[src/hw/pld_init_consts.svh]
// Constants for the register init and security block
`ifndef PLD_INIT_CONSTS_SVH
`define PLD_INIT_CONSTS_SVH
`define PLD_SIG_BITS 64
`define PLD_NUM_REGS 10
`define PLD_CFG_BITS 32
`define PLD_PWRUP_NS 1000
`define PLD_CLK_NS 10
`define PLD_PWRUP_CYCLES (`PLD_PWRUP_NS / `PLD_CLK_NS)
`define PLD_ERASE_CYCLES 4
`endif

[src/hw/pld_init_pkg.sv]
// Types for the register init and security block
package pld_init_pkg;
	typedef enum logic [3:0] {
		ST_PWRUP = 4'h1,
		ST_RUN = 4'h2,
		ST_ERASE = 4'h4,
		ST_WRITE = 4'h8
	} pld_state_e;
endpackage

[src/hw/pld_register_init_and_security.sv]
// Power-up reset, preload, signature and security logic of a small PLD
//
// Behaviour
// (RULE1) A 64-bit user-defined signature store is held and may be reprogrammed.
// (RULE2) The signature reads back at all times regardless of the security cell.
// (RULE3) Once the security cell is set, configuration readback returns nothing.
// (RULE4) The security cell clears only during a full reprogramming; the code also clears it whenever i_reset_n is low.
// (RULE5) Each programming cycle erases the configuration by itself.
// (RULE6) Preload forces each registered output high or low synchronously.
// (RULE7) At power-up every output register is reset low within 1 us.
// (RULE8) Enabled registered pins show the register through the programmed polarity.
// (RULE9) The system keeps the clock steady during power-up.
// (RULE10) The system does not clock until setup times and pulse widths are met.
// (RULE11) Undriven inputs and tri-stated pins read as logic 1.
// (RULE12) The preload value replaces next-state logic at the edge, then sequencing resumes.
`timescale 1ns/1ps
`include "pld_init_consts.svh"
module pld_register_init_and_security #(
	parameter int NREG = `PLD_NUM_REGS,
	parameter int CFGW = `PLD_CFG_BITS
) (
	input wire logic i_sys_clk,
	input wire logic i_reset_n,
	input wire logic [NREG-1:0] i_next_state,
	input wire logic [NREG-1:0] i_pin_in,
	input wire logic [NREG-1:0] i_pin_drive,
	input wire logic i_preload,
	input wire logic [NREG-1:0] i_preload_val,
	input wire logic [NREG-1:0] i_out_enable,
	input wire logic [NREG-1:0] i_polarity_high,
	input wire logic i_prog_start,
	input wire logic [CFGW-1:0] i_prog_cfg,
	input wire logic [`PLD_SIG_BITS-1:0] i_prog_sig,
	input wire logic i_prog_secure,
	output logic [NREG-1:0] o_pin_out,
	output logic [NREG-1:0] o_pin_oe,
	output logic [NREG-1:0] o_pin_level,
	output logic [`PLD_SIG_BITS-1:0] o_signature,
	output logic [CFGW-1:0] o_cfg_readback,
	output logic o_cfg_read_ok,
	output logic o_secure,
	output logic o_busy,
	output logic o_pwrup_done
);
	import pld_init_pkg::*;
	localparam int PWR_CYC = (`PLD_PWRUP_CYCLES < 1) ? 1 : `PLD_PWRUP_CYCLES;
	// Sequencer: power-up, run and the two programming phases
	pld_state_e state_reg, state_next;
	logic [7:0] cnt_reg, cnt_next;
	logic busy_reg, busy_next;
	logic done_reg, done_next;
	// Macrocell registers
	logic [NREG-1:0] q_reg, q_next;
	// Nonvolatile image: configuration, signature and security cell
	logic [CFGW-1:0] cfg_reg, cfg_next;
	logic [`PLD_SIG_BITS-1:0] sig_reg, sig_next;
	logic sec_reg, sec_next;
	// Pin-side registers
	logic [NREG-1:0] pin_out_reg, pin_out_next;
	logic [NREG-1:0] oe_reg, oe_next;
	logic [NREG-1:0] lvl_reg, lvl_next;
	// Readback port
	logic [CFGW-1:0] rb_reg, rb_next;
	logic rb_ok_reg, rb_ok_next;
	logic [NREG-1:0] pin_seen;
	logic [NREG-1:0] pol_view;
	logic run_now;
	logic prog_go;

	assign run_now = (state_reg == ST_RUN);
	// Programming wins over preload when both arrive together
	assign prog_go = run_now && i_prog_start;

	always_comb begin
		state_next = state_reg;
		cnt_next = cnt_reg;
		case (state_reg)
			ST_PWRUP: begin
				if (cnt_reg >= 8'(PWR_CYC - 1)) begin
					state_next = ST_RUN;
				end else begin
					cnt_next = cnt_reg + 8'h01;
				end
			end
			ST_RUN: begin
				if (prog_go) begin
					state_next = ST_ERASE;
					cnt_next = 8'h00;
				end
			end
			ST_ERASE: begin
				if (cnt_reg >= 8'(`PLD_ERASE_CYCLES - 1)) begin
					state_next = ST_WRITE;
				end else begin
					cnt_next = cnt_reg + 8'h01;
				end
			end
			ST_WRITE: begin
				state_next = ST_RUN;
			end
			default: begin
				state_next = ST_PWRUP;
				cnt_next = 8'h00;
			end
		endcase
		// Status flags are registered copies of the coming state
		busy_next = (state_next == ST_ERASE) || (state_next == ST_WRITE);
		done_next = (state_next != ST_PWRUP);
	end

	always_ff @(posedge i_sys_clk) begin
		if (!i_reset_n) begin
			state_reg <= ST_PWRUP;
			cnt_reg <= 8'h00;
			busy_reg <= 1'b0;
			done_reg <= 1'b0;
		end else begin
			state_reg <= state_next;
			cnt_reg <= cnt_next;
			busy_reg <= busy_next;
			done_reg <= done_next;
		end
	end

	always_comb begin
		q_next = q_reg;
		case (state_reg)
			ST_PWRUP: begin
				// (RULE7) registers low during power-up
				q_next = '0;
			end
			ST_RUN: begin
				if (prog_go) begin
					q_next = q_reg;
				// (RULE6) synchronous preload
				end else if (i_preload) begin
					// (RULE12) forced value replaces next state
					q_next = i_preload_val;
				end else begin
					q_next = i_next_state;
				end
			end
			ST_WRITE: begin
				q_next = '0;
			end
			default: begin
				q_next = q_reg;
			end
		endcase
	end

	always_ff @(posedge i_sys_clk) begin
		if (!i_reset_n) begin
			q_reg <= '0;
		end else begin
			q_reg <= q_next;
		end
	end

	always_comb begin
		cfg_next = cfg_reg;
		sig_next = sig_reg;
		sec_next = sec_reg;
		case (state_reg)
			ST_ERASE: begin
				// (RULE5) automatic erase
				cfg_next = '0;
				sig_next = '0;
				// (RULE4) clear security here and at reset
				sec_next = 1'b0;
			end
			ST_WRITE: begin
				cfg_next = i_prog_cfg;
				// (RULE1) store user signature
				sig_next = i_prog_sig;
				sec_next = i_prog_secure;
			end
			default: begin
				cfg_next = cfg_reg;
			end
		endcase
	end

	always_ff @(posedge i_sys_clk) begin
		if (!i_reset_n) begin
			cfg_reg <= '0;
			sig_reg <= '0;
			sec_reg <= 1'b0;
		end else begin
			cfg_reg <= cfg_next;
			sig_reg <= sig_next;
			sec_reg <= sec_next;
		end
	end

	// Per-pin pull-up and output polarity
	genvar g;
	generate
		for (g = 0; g < NREG; g++) begin : g_pin
			// (RULE11) pull-up on pin
			assign pin_seen[g] = i_pin_drive[g] ? i_pin_in[g] : 1'b1;
			// (RULE8) pins follow polarity
			assign pol_view[g] = i_polarity_high[g] ? q_next[g] : ~q_next[g];
		end
	endgenerate

	always_comb begin
		pin_out_next = pol_view;
		oe_next = i_out_enable;
		lvl_next = pin_seen;
	end

	always_ff @(posedge i_sys_clk) begin
		if (!i_reset_n) begin
			pin_out_reg <= '0;
			oe_reg <= '0;
			lvl_reg <= '1;
		end else begin
			pin_out_reg <= pin_out_next;
			oe_reg <= oe_next;
			lvl_reg <= lvl_next;
		end
	end

	always_comb begin
		// (RULE3) block readback when secured
		rb_ok_next = !sec_reg && run_now;
		rb_next = '0;
		if (rb_ok_next) begin
			rb_next = cfg_reg;
		end
	end

	always_ff @(posedge i_sys_clk) begin
		if (!i_reset_n) begin
			rb_reg <= '0;
			rb_ok_reg <= 1'b0;
		end else begin
			rb_reg <= rb_next;
			rb_ok_reg <= rb_ok_next;
		end
	end

	assign o_pin_out = pin_out_reg;
	assign o_pin_oe = oe_reg;
	assign o_pin_level = lvl_reg;
	// (RULE2) signature always readable
	assign o_signature = sig_reg;
	assign o_cfg_readback = rb_reg;
	assign o_cfg_read_ok = rb_ok_reg;
	assign o_secure = sec_reg;
	assign o_busy = busy_reg;
	assign o_pwrup_done = done_reg;
endmodule

[config.mk]
export PLATFORM = sky130hd
export DESIGN_NAME = pld_register_init_and_security
export DESIGN_NICKNAME = d
export VERILOG_FILES = /design/src/hw/pld_init_pkg.sv /design/src/hw/pld_register_init_and_security.sv
export VERILOG_INCLUDE_DIRS = /design/src /design/src/hw
export SDC_FILE = /design/constraint.sdc
export NUM_CORES = 1
export LEC_CHECK = 0
export BUFFER_PORTS_ARGS = -buffer_cell sky130_fd_sc_hd__buf_2
export CAP_MARGIN = 5
export CORE_ASPECT_RATIO = 0.75
export CORE_MARGIN = 3
export CORE_UTILIZATION = 47
export CTS_CLUSTER_DIAMETER = 80
export CTS_CLUSTER_SIZE = 10
export DETAILED_ROUTE_END_ITERATION = 6
export PLACE_DENSITY = 0.8
export SLEW_MARGIN = 20
export SYNTH_ARGS = -nofsm -noshare
export SYNTH_HDL_FRONTEND = slang
export SYNTH_SLANG_ARGS = --single-unit
[constraint.sdc]
create_clock -name i_sys_clk -period 1.9 [get_ports i_sys_clk]
set_input_delay 0.285 -clock i_sys_clk [delete_from_list [all_inputs] [get_ports i_sys_clk]]
set_output_delay 0.285 -clock i_sys_clk [all_outputs]
set_load 0.02 [all_outputs]
==> flow_metrics.tcl, run 1 <==
set metrics [dict create \
    status "finished clean" \
    skew_ps 9.58 \
    clock_latency_ps 410 \
    netlist_area_um2 6490 \
    syn_avg_cell_area_um2 10.9 \
    cp_max_fo 8 \
    switching_share 0.233 \
    yosysWarnings 0 \
    gr-total-overflow 0 \
    worstReg2RegEnd "cnt_reg[1]" \
    yosysUniqueCellTypes 43 \
    grt_pass1_vias 5026 \
    max-cap-violations 0 \
    die_x_um 142 \
    drive_above_1_share 0.422 \
    worstHoldEndpoint "o_pin_level[0]" \
    irDropWorstVdd_v 0.000762 \
    tightest_slew_ps 582 \
    maxSlewViolCount 0 \
    initial_utilization 0.490 \
    critPathKind "reg -> reg" \
    drt_iter0_drc 309 \
    critPathMaxStageDelay_ps 380 \
    clk_path_buf_depth 2 \
    fp.coreArea_um2 13200 \
    cp_slowest_cell "nor3_4" \
    internal_power_w 0.00601 \
    grt_max_degree 75 \
    min-delay-start "i_pin_in[0]" \
    crit_path_end_kind "register" \
    worstPathArrival_ps 2080 \
    crit_chain "ha_1 > nor2_1 > a211oi_4 > nor3_4 > mux2i_1 > nor2_1" \
    reg2reg_slack_ps 100 \
    finalSetupViolations 0 \
    clock.fmax_ghz 0.554 \
    p_clk_frac 0.451 \
    place_inst 1030 \
    drc 0 \
    place.gp.congestion 0.835 \
    period_minus_slack_ps 1800 \
    num_vias 5351 \
    viasPerCell 5.02 \
    fin_nets 1043 \
    ioPinCount 291 \
    p_switching_w 0.00183 \
    clk_pin_slew_ps 70 \
    postLayoutCoreUtil 0.670 \
    mostFrequentLayoutCells "buf_2, dfxtp_1, nor2b_1" \
    r2r_cells 6 \
    cts.htree.levels 4 \
    hold_class "in -> reg" \
    largest_reg_flops 64 \
    synth.top_cell.area_share 0.568 \
    hold_viol 0 \
    min_period_over_period 0.950 \
    timing.rr.start "cnt_reg[0]" \
    synth-seq-cells 184 \
    pwr-share-comb 0.051 \
    layoutNonFillerInstCount 1065 \
    grtUsageTotal 0.203 \
    rsz0062_at_grt "yes" \
    rows 36 \
    relSlewSlack 0.608 \
    wire_per_inst_um 15.4 \
    path_common_cell "nor2_1" \
    synth_nets 755 \
    first_pass_iters 4 \
    grt_antenna_before_repair 0 \
    postRouteAntennaNets 0 \
    cts_hold_buf 0 \
    wl_um 16400 \
    synth_seq_area_share 0.568 \
    portBuffers 290 \
    area_growth_pct 36.7 \
    cp.required_ps 2180 \
    diodes 0 \
    clock_sinks 184 \
    p_leak_nw 3.84 \
    netlist.top_cell.by_area "dfxtp_1" \
    die_h_um 108 \
    numCtsBuffers 17 \
    ys_top_cells_by_area "dfxtp_1, a22oi_1, nor2b_1" \
    grt_pass1_wl_um 25100 \
    cts_tree "done" \
    p_per_area_nw_per_um2 884 \
    nFillCells 1061 \
    layout_commonest_cell "buf_2" \
    synthCells 593 \
    hold_ws_ps 53.4 \
    dieArea_um2 15300 \
    holdPathStages 2 \
    seqPwrFrac 0.498 \
    cp-start-kind "register" \
    dp_hpwl_um 11500 \
    clock-root-buffer "clkbuf_16" \
]
-- cell type report --
type | count | area [um^2] | area share
Sequential cell | 184 | 3690 | 0.416
Multi-Input combinational cell | 363 | 2660 | 0.299
Timing Repair Buffer | 312 | 1690 | 0.191
Clock buffer | 17 | 425 | 0.0480
Tap cell | 171 | 214 | 0.0241
Clock inverter | 15 | 181 | 0.0205
Inverter | 3 | 11.3 | 0.00127
-- through the flow --
| stage | cell area, um^2 | total power [W] | worst slack (ps) | setup TNS, ps |
|---|---|---|---|---|
| after floorplan | 6490 | 0.00416 | 185 | 0 |
| after global placement | 8180 | 0.00438 | 69.6 | 0 |
| after detailed placement | 8180 | 0.00439 | 10.6 | 0 |
| after CTS | 8790 | 0.00791 | 2.80 | 0 |
| after global routing | 8870 | 0.00812 | -10.7 | -23.1 |
| final | 8870 | 0.00784 | 95.6 | 0 |
-- synthesized netlist by cell type --
master	instances
dfxtp_1	184
nor2b_1	108
a22oi_1	106
and2_1	53
clkbuf_1	26
nand3b_1	13
buf_2	11
mux2_2	10
xor2_1	10
a21oi_1	6
nand2_1	6
nor2_1	6
o21a_1	5
buf_1	4
and3_1	3
inv_1	3
o21ai_0	3
o22ai_1	3
xnor2_1	3
a41oi_1	2
buf_6	2
nor3_2	2
nor4_2	2
nor4b_1	2
or4b_4	2
a211oi_1	1
a211oi_2	1
a211oi_4	1
a22oi_2	1
buf_4	1
ha_1	1
mux2i_1	1
nand2b_1	1
nand3_1	1
nor2_2	1
nor2_4	1
nor3b_2	1
nor3b_4	1
o21bai_1	1
o311ai_4	1
or2_2	1
or3b_1	1
or4b_1	1
-- power groups by stage --
stage | registers (W) | logic (W) | clock network, W
CTS | 0.00390 | 0.000396 | 0.00362
global route | 0.00390 | 0.000429 | 0.00379
finish | 0.00390 | 0.000397 | 0.00354
floorplan | 0.00403 | 0.000128 | 0
detailed placement | 0.00399 | 0.000394 | 0
global placement | 0.00399 | 0.000388 | 0
-- logic make-up (layout without fill, tap and decap cells) --
family | count (synthesis) | after routing | synth area share
AOI/OAI and AO/OA | 131 | 131 | 0.154
xor gates and xnor gates | 13 | 13 | 0.0176
adders and majority gates | 1 | 1 | 0.00193
buffers and inverters | 47 | 347 | 0.0322
DFF | 184 | 184 | 0.568
muxes | 11 | 11 | 0.0189
and+or+nand+nor | 206 | 207 | 0.207
-- critical path: cells and delay by family, from the launching register on --
| kind | cells | cell delay, ps |
|---|---|---|
| AND/OR/NAND/NOR | 3 | 690 |
| AO/OA/AOI/OAI | 1 | 120 |
| flip-flops | 1 | 340 |
| multiplexers | 1 | 240 |
| adder cells (fa/ha/maj) | 1 | 270 |
-- metal layers --
layer	vias to the layer above	GRT usage	wire [um]
li1	2634	-	-
met1	2533	0.259	7240
met2	163	0.341	8000
met3	21	0.0488	916
met4	0	0.0651	262
met5	-	0	0
-- how the worst max path moves through the flow --
stage,from,endpoint,slack [ps]
final,cnt_reg[0],cnt_reg[1],100
after detailed placement,state_reg[0],o_signature[7],10
after floorplan,state_reg[3],o_pin_out[0],190
after CTS,state_reg[0],o_signature[7],3
after global routing,cnt_reg[0],cnt_reg[1],-10
after global placement,state_reg[0],o_signature[8],70
-- what timing repair did --
action	CTS	global route
pin swaps	0	1
resized for setup	1	9
gates cloned	0	1
setup buffers	0	2
endpoints found under the hold margin	0	0
endpoints found under the setup margin	1	106
Note: power is estimated with default switching activity, not from simulation.
==> run 2: changes to the inputs <==
--- a/config.mk
+++ b/config.mk
@@ -9,7 +9,6 @@
 export BUFFER_PORTS_ARGS = -buffer_cell sky130_fd_sc_hd__buf_2
 export CAP_MARGIN = 5
 export CORE_ASPECT_RATIO = 0.75
-export CORE_MARGIN = 3
 export CORE_UTILIZATION = 47
 export CTS_CLUSTER_DIAMETER = 80
 export CTS_CLUSTER_SIZE = 10
==> flow_metrics.tcl, run 2 (synthesis results as in run 1) <==
set metrics [dict create \
    num_vias 5303 \
    critPathKind "reg -> reg" \
    cp_max_fo 8 \
    grt_pass1_wl_um 23800 \
    die_x_um 138 \
    period_minus_slack_ps 1850 \
    mostFrequentLayoutCells "buf_2, dfxtp_1, nor2b_1" \
    grt_max_degree 65 \
    ioPinCount 291 \
    finalSetupViolations 0 \
    dieArea_um2 14300 \
    drive_above_1_share 0.419 \
    dp_slack_ps 47.4 \
    place_inst 1026 \
    rows 36 \
    postRouteAntennaNets 0 \
    p_leak_nw 3.86 \
    wl_um 15000 \
    viasPerCell 4.98 \
    hold_ws_ps 48.0 \
    initial_utilization 0.490 \
    clk_pin_slew_ps 70 \
    cts.htree.levels 4 \
    min_period_over_period 0.974 \
    crit_path_end_kind "register" \
    grt_pass1_vias 5001 \
    largest_reg_flops 64 \
    drc 0 \
    irDropWorstVdd_v 0.000806 \
    cp.required_ps 2170 \
    worst_slack_ps 49.2 \
    maxSlewViolCount 0 \
    cts_tree "done" \
    fin_nets 1042 \
    skew_ps 11.5 \
    hold_viol 0 \
    postLayoutCoreUtil 0.670 \
    wire_per_inst_um 14.1 \
    grt_antenna_before_repair 0 \
    grtUsageTotal 0.211 \
    gr-total-overflow 0 \
    worstPathArrival_ps 2130 \
    numCtsBuffers 17 \
    area_growth_pct 36.9 \
    p_per_area_nw_per_um2 886 \
    tightest_slew_ps 661 \
    clock-root-buffer "clkbuf_16" \
    clk_path_buf_depth 2 \
    fp.coreArea_um2 13200 \
    portBuffers 290 \
    cp-start-kind "register" \
    clock_latency_ps 410 \
    max-cap-violations 0 \
    diodes 0 \
    relSlewSlack 0.555 \
    die_h_um 104 \
    clock.fmax_ghz 0.540 \
    layout_commonest_cell "buf_2" \
    first_pass_iters 4 \
    status "finished clean" \
    place.gp.congestion 0.794 \
    clock_sinks 184 \
    dp_hpwl_um 10500 \
    drt_iter0_drc 263 \
    hold_class "in -> reg" \
    layoutNonFillerInstCount 1064 \
]
==> run 2: cell count changes in the layout (fill, tap and decap cells not counted), sizes merged <==
cell	change
clkbuf	+1
bufinv	+1
clkinv	-3
nor2	-1
inv	+2
clkinvlp	-1
==> run 2: routing by layer <==
metal	vias to the layer above	track usage	part of all wire
li1	2638	-	-
met1	2469	0.270	0.45
met2	176	0.336	0.48
met3	20	0.0631	0.067
met4	0	0.0691	0.0090
met5	-	0	0
==> run 2: path summary, 6_finish.rpt <==
path,startpoint,end,slack [ps],cells past startpoint
worst max-delay path,state_reg[1],cnt_reg[6],50,6
worst min-delay path,i_pin_in[2],o_pin_level[2],50,2
worst max register to register,state_reg[1],cnt_reg[6],50,6
worst min register to register,cfg_reg[30],o_cfg_readback[30],450,1
==> run 2: worst max-delay path, stage by stage (launching register included) <==
cell and delay [ps]:
dfxtp_4 370, buf_6 130, or4b_4 520, a211oi_4 310
nor3_4 110, a41oi_1 230, nor2_1 50
==> run 2: where the power goes <==
| part | internal (W) | switching [W] | leakage (nW) |
|---|---|---|---|
| clock | 0.00203 | 0.00154 | 0.299 |
| combinational | 0.000219 | 0.000174 | 2.07 |
| sequential | 0.00389 | 0.0000113 | 1.49 |
==> run 2: per-stage QoR <==
stage | power [W] | area, um^2 | TNS, ps
4_1_cts | 0.00797 | 8790 | 0
3_5_place_dp | 0.00438 | 8180 | 0
5_1_grt | 0.00817 | 8880 | -58.7
3_3_place_gp | 0.00438 | 8180 | 0
6_report | 0.00787 | 8880 | 0
2_1_floorplan | 0.00416 | 6490 | 0
==> run 2: cell type report <==
type / count / area [um^2]
timing repair buffer: 312 / 1720
multi-input combinational: 362 / 2630
clock inverter: 14 / 171
tap: 171 / 214
inverter: 3 / 11.3
clock buffer: 18 / 439
sequential: 184 / 3690
fill: 1084 / 4360
==> run 2: what timing repair did <==
action,in CTS,in global routing
endpoints found under the setup margin,0,16
resized for setup,0,8
setup buffers,0,6
endpoints found under the hold margin,0,0
hold buffers,0,0
==> run 3: changes to the inputs <==
--- a/config.mk
+++ b/config.mk
@@ -8,7 +8,6 @@
 export LEC_CHECK = 0
 export BUFFER_PORTS_ARGS = -buffer_cell sky130_fd_sc_hd__buf_2
 export CAP_MARGIN = 5
-export CORE_ASPECT_RATIO = 0.75
 export CORE_UTILIZATION = 47
 export CTS_CLUSTER_DIAMETER = 80
 export CTS_CLUSTER_SIZE = 10
==> flow_metrics.tcl, run 3 (synthesis results as in run 1) <==
set metrics [dict create \
    status "finished clean" \
    cts.htree.levels 4 \
    critPathMaxStageDelay_ps 520 \
    wl_um 15500 \
    layout_commonest_cell "buf_2" \
    dp_hpwl_um 10700 \
    place_inst 1033 \
    viasPerCell 5.03 \
    diodes 0 \
    cts_tree "done" \
    place.gp.congestion 0.825 \
    largest_reg_flops 64 \
    num_vias 5357 \
    area_growth_pct 35.0 \
    cp_slowest_cell "or4b_4" \
    cp.buffers_inverters 1 \
    rsz0062_at_grt "yes" \
    grt_max_degree 63 \
    p_per_area_nw_per_um2 874 \
    cts_hold_buf 0 \
    hold_ws_ps 52.4 \
    cp_max_fo 8 \
    drive_above_1_share 0.416 \
    finalSetupViolations 0 \
    irDropWorstVdd_v 0.000544 \
    gr-total-overflow 0 \
    hold_viol 0 \
    layoutNonFillerInstCount 1066 \
    maxSlewViolCount 0 \
    clock-root-buffer "clkbuf_16" \
    first_pass_iters 4 \
    initial_utilization 0.486 \
    worstPathArrival_ps 2180 \
    clock_sinks 184 \
    die_h_um 119 \
    die_x_um 119 \
    period_minus_slack_ps 1890 \
    portBuffers 290 \
    mostFrequentLayoutCells "buf_2, dfxtp_1, nor2b_1" \
    p_leak_nw 3.79 \
    tightest_slew_ps 597 \
    fin_nets 1039 \
    drc 0 \
    wire_per_inst_um 14.5 \
    max-cap-violations 0 \
    grt_antenna_before_repair 0 \
    min_period_over_period 0.997 \
    clk_path_buf_depth 2 \
    clk_pin_slew_ps 70 \
    rows 42 \
    skew_ps 6.11 \
    postRouteAntennaNets 0 \
    crit_chain "buf_4 > or4b_4 > a211oi_4 > nor3_4 > a41oi_1 > nor2_1" \
    cp-start-kind "register" \
    postLayoutCoreUtil 0.656 \
    dieArea_um2 14300 \
    relSlewSlack 0.597 \
    critPathKind "reg -> reg" \
    clock_latency_ps 410 \
    cp.required_ps 2180 \
    p_total_w 0.00765 \
    numCtsBuffers 17 \
    ioPinCount 291 \
    grt_pass1_vias 5046 \
    fp.coreArea_um2 13300 \
    hold_class "in -> reg" \
    crit_family "simple AND/OR/NAND/NOR gates" \
    finalSetupTns_ps 0 \
    grtUsageTotal 0.217 \
    clock.fmax_ghz 0.528 \
    crit_path_end_kind "register" \
    drt_iter0_drc 366 \
    grt_pass1_wl_um 24500 \
]
run 3: cell types whose count changed in the layout (fill, tap and decap cells not counted), sizes merged:
| cell | before | now |
|---|---|---|
| clkinv | 1 | 3 |
| clkbuf | 18 | 20 |
| buf | 312 | 309 |
| clkinvlp | 1 | 3 |
| bufinv | 2 | 1 |
| inv | 13 | 8 |
run 3: metal layers:
metal  track usage  vias up  wire length [um]
met5             0        -                 0
met4        0.0852        0               331
met3        0.0608       28               939
met2         0.374      199              7620
met1         0.254     2505              6590
li1              -     2625                 -
run 3: final timing paths:
kind / slack (ps) / startpoint / depth (start not counted) / end
setup reg to reg: 6 / state_reg[1] / 6 / cnt_reg[7]
hold reg to reg: 450 / cfg_reg[21] / 1 / o_cfg_readback[21]
hold / removal: 50 / i_pin_in[4] / 2 / o_pin_level[4]
setup / recovery: 6 / state_reg[1] / 6 / cnt_reg[7]
run 3: metrics by stage:
stage / setup slack (ps) / cell area (um^2)
floorplan: 185 / 6490
global placement: 99.9 / 8160
detailed placement: 51.9 / 8160
CTS: 37.5 / 8730
global route: -33.7 / 8760
finish: 6.49 / 8760
run 3: area by class of cell:
type                            count  area, um^2
Clock inverter                     12         115
Fill cell                        1092        4590
Sequential cell                   184        3690
Multi-Input combinational cell    362        2620
Clock buffer                       20         457
Tap cell                          176         220
Inverter                            3        11.3
Timing Repair Buffer              309        1650
run 3: power by group:
| part | internal [W] | switching (W) | leakage [nW] |
|---|---|---|---|
| Combinational | 0.000219 | 0.000175 | 2.03 |
| Clock | 0.00189 | 0.00146 | 0.274 |
| Sequential | 0.00389 | 0.0000114 | 1.49 |
| Total | 0.00601 | 0.00165 | 3.79 |
run 3: repair_timing:
item	in CTS	in global routing
endpoints found under the setup margin	0	7
endpoints found under the hold margin	0	0
buffers inserted	0	1
gates resized for setup	0	5
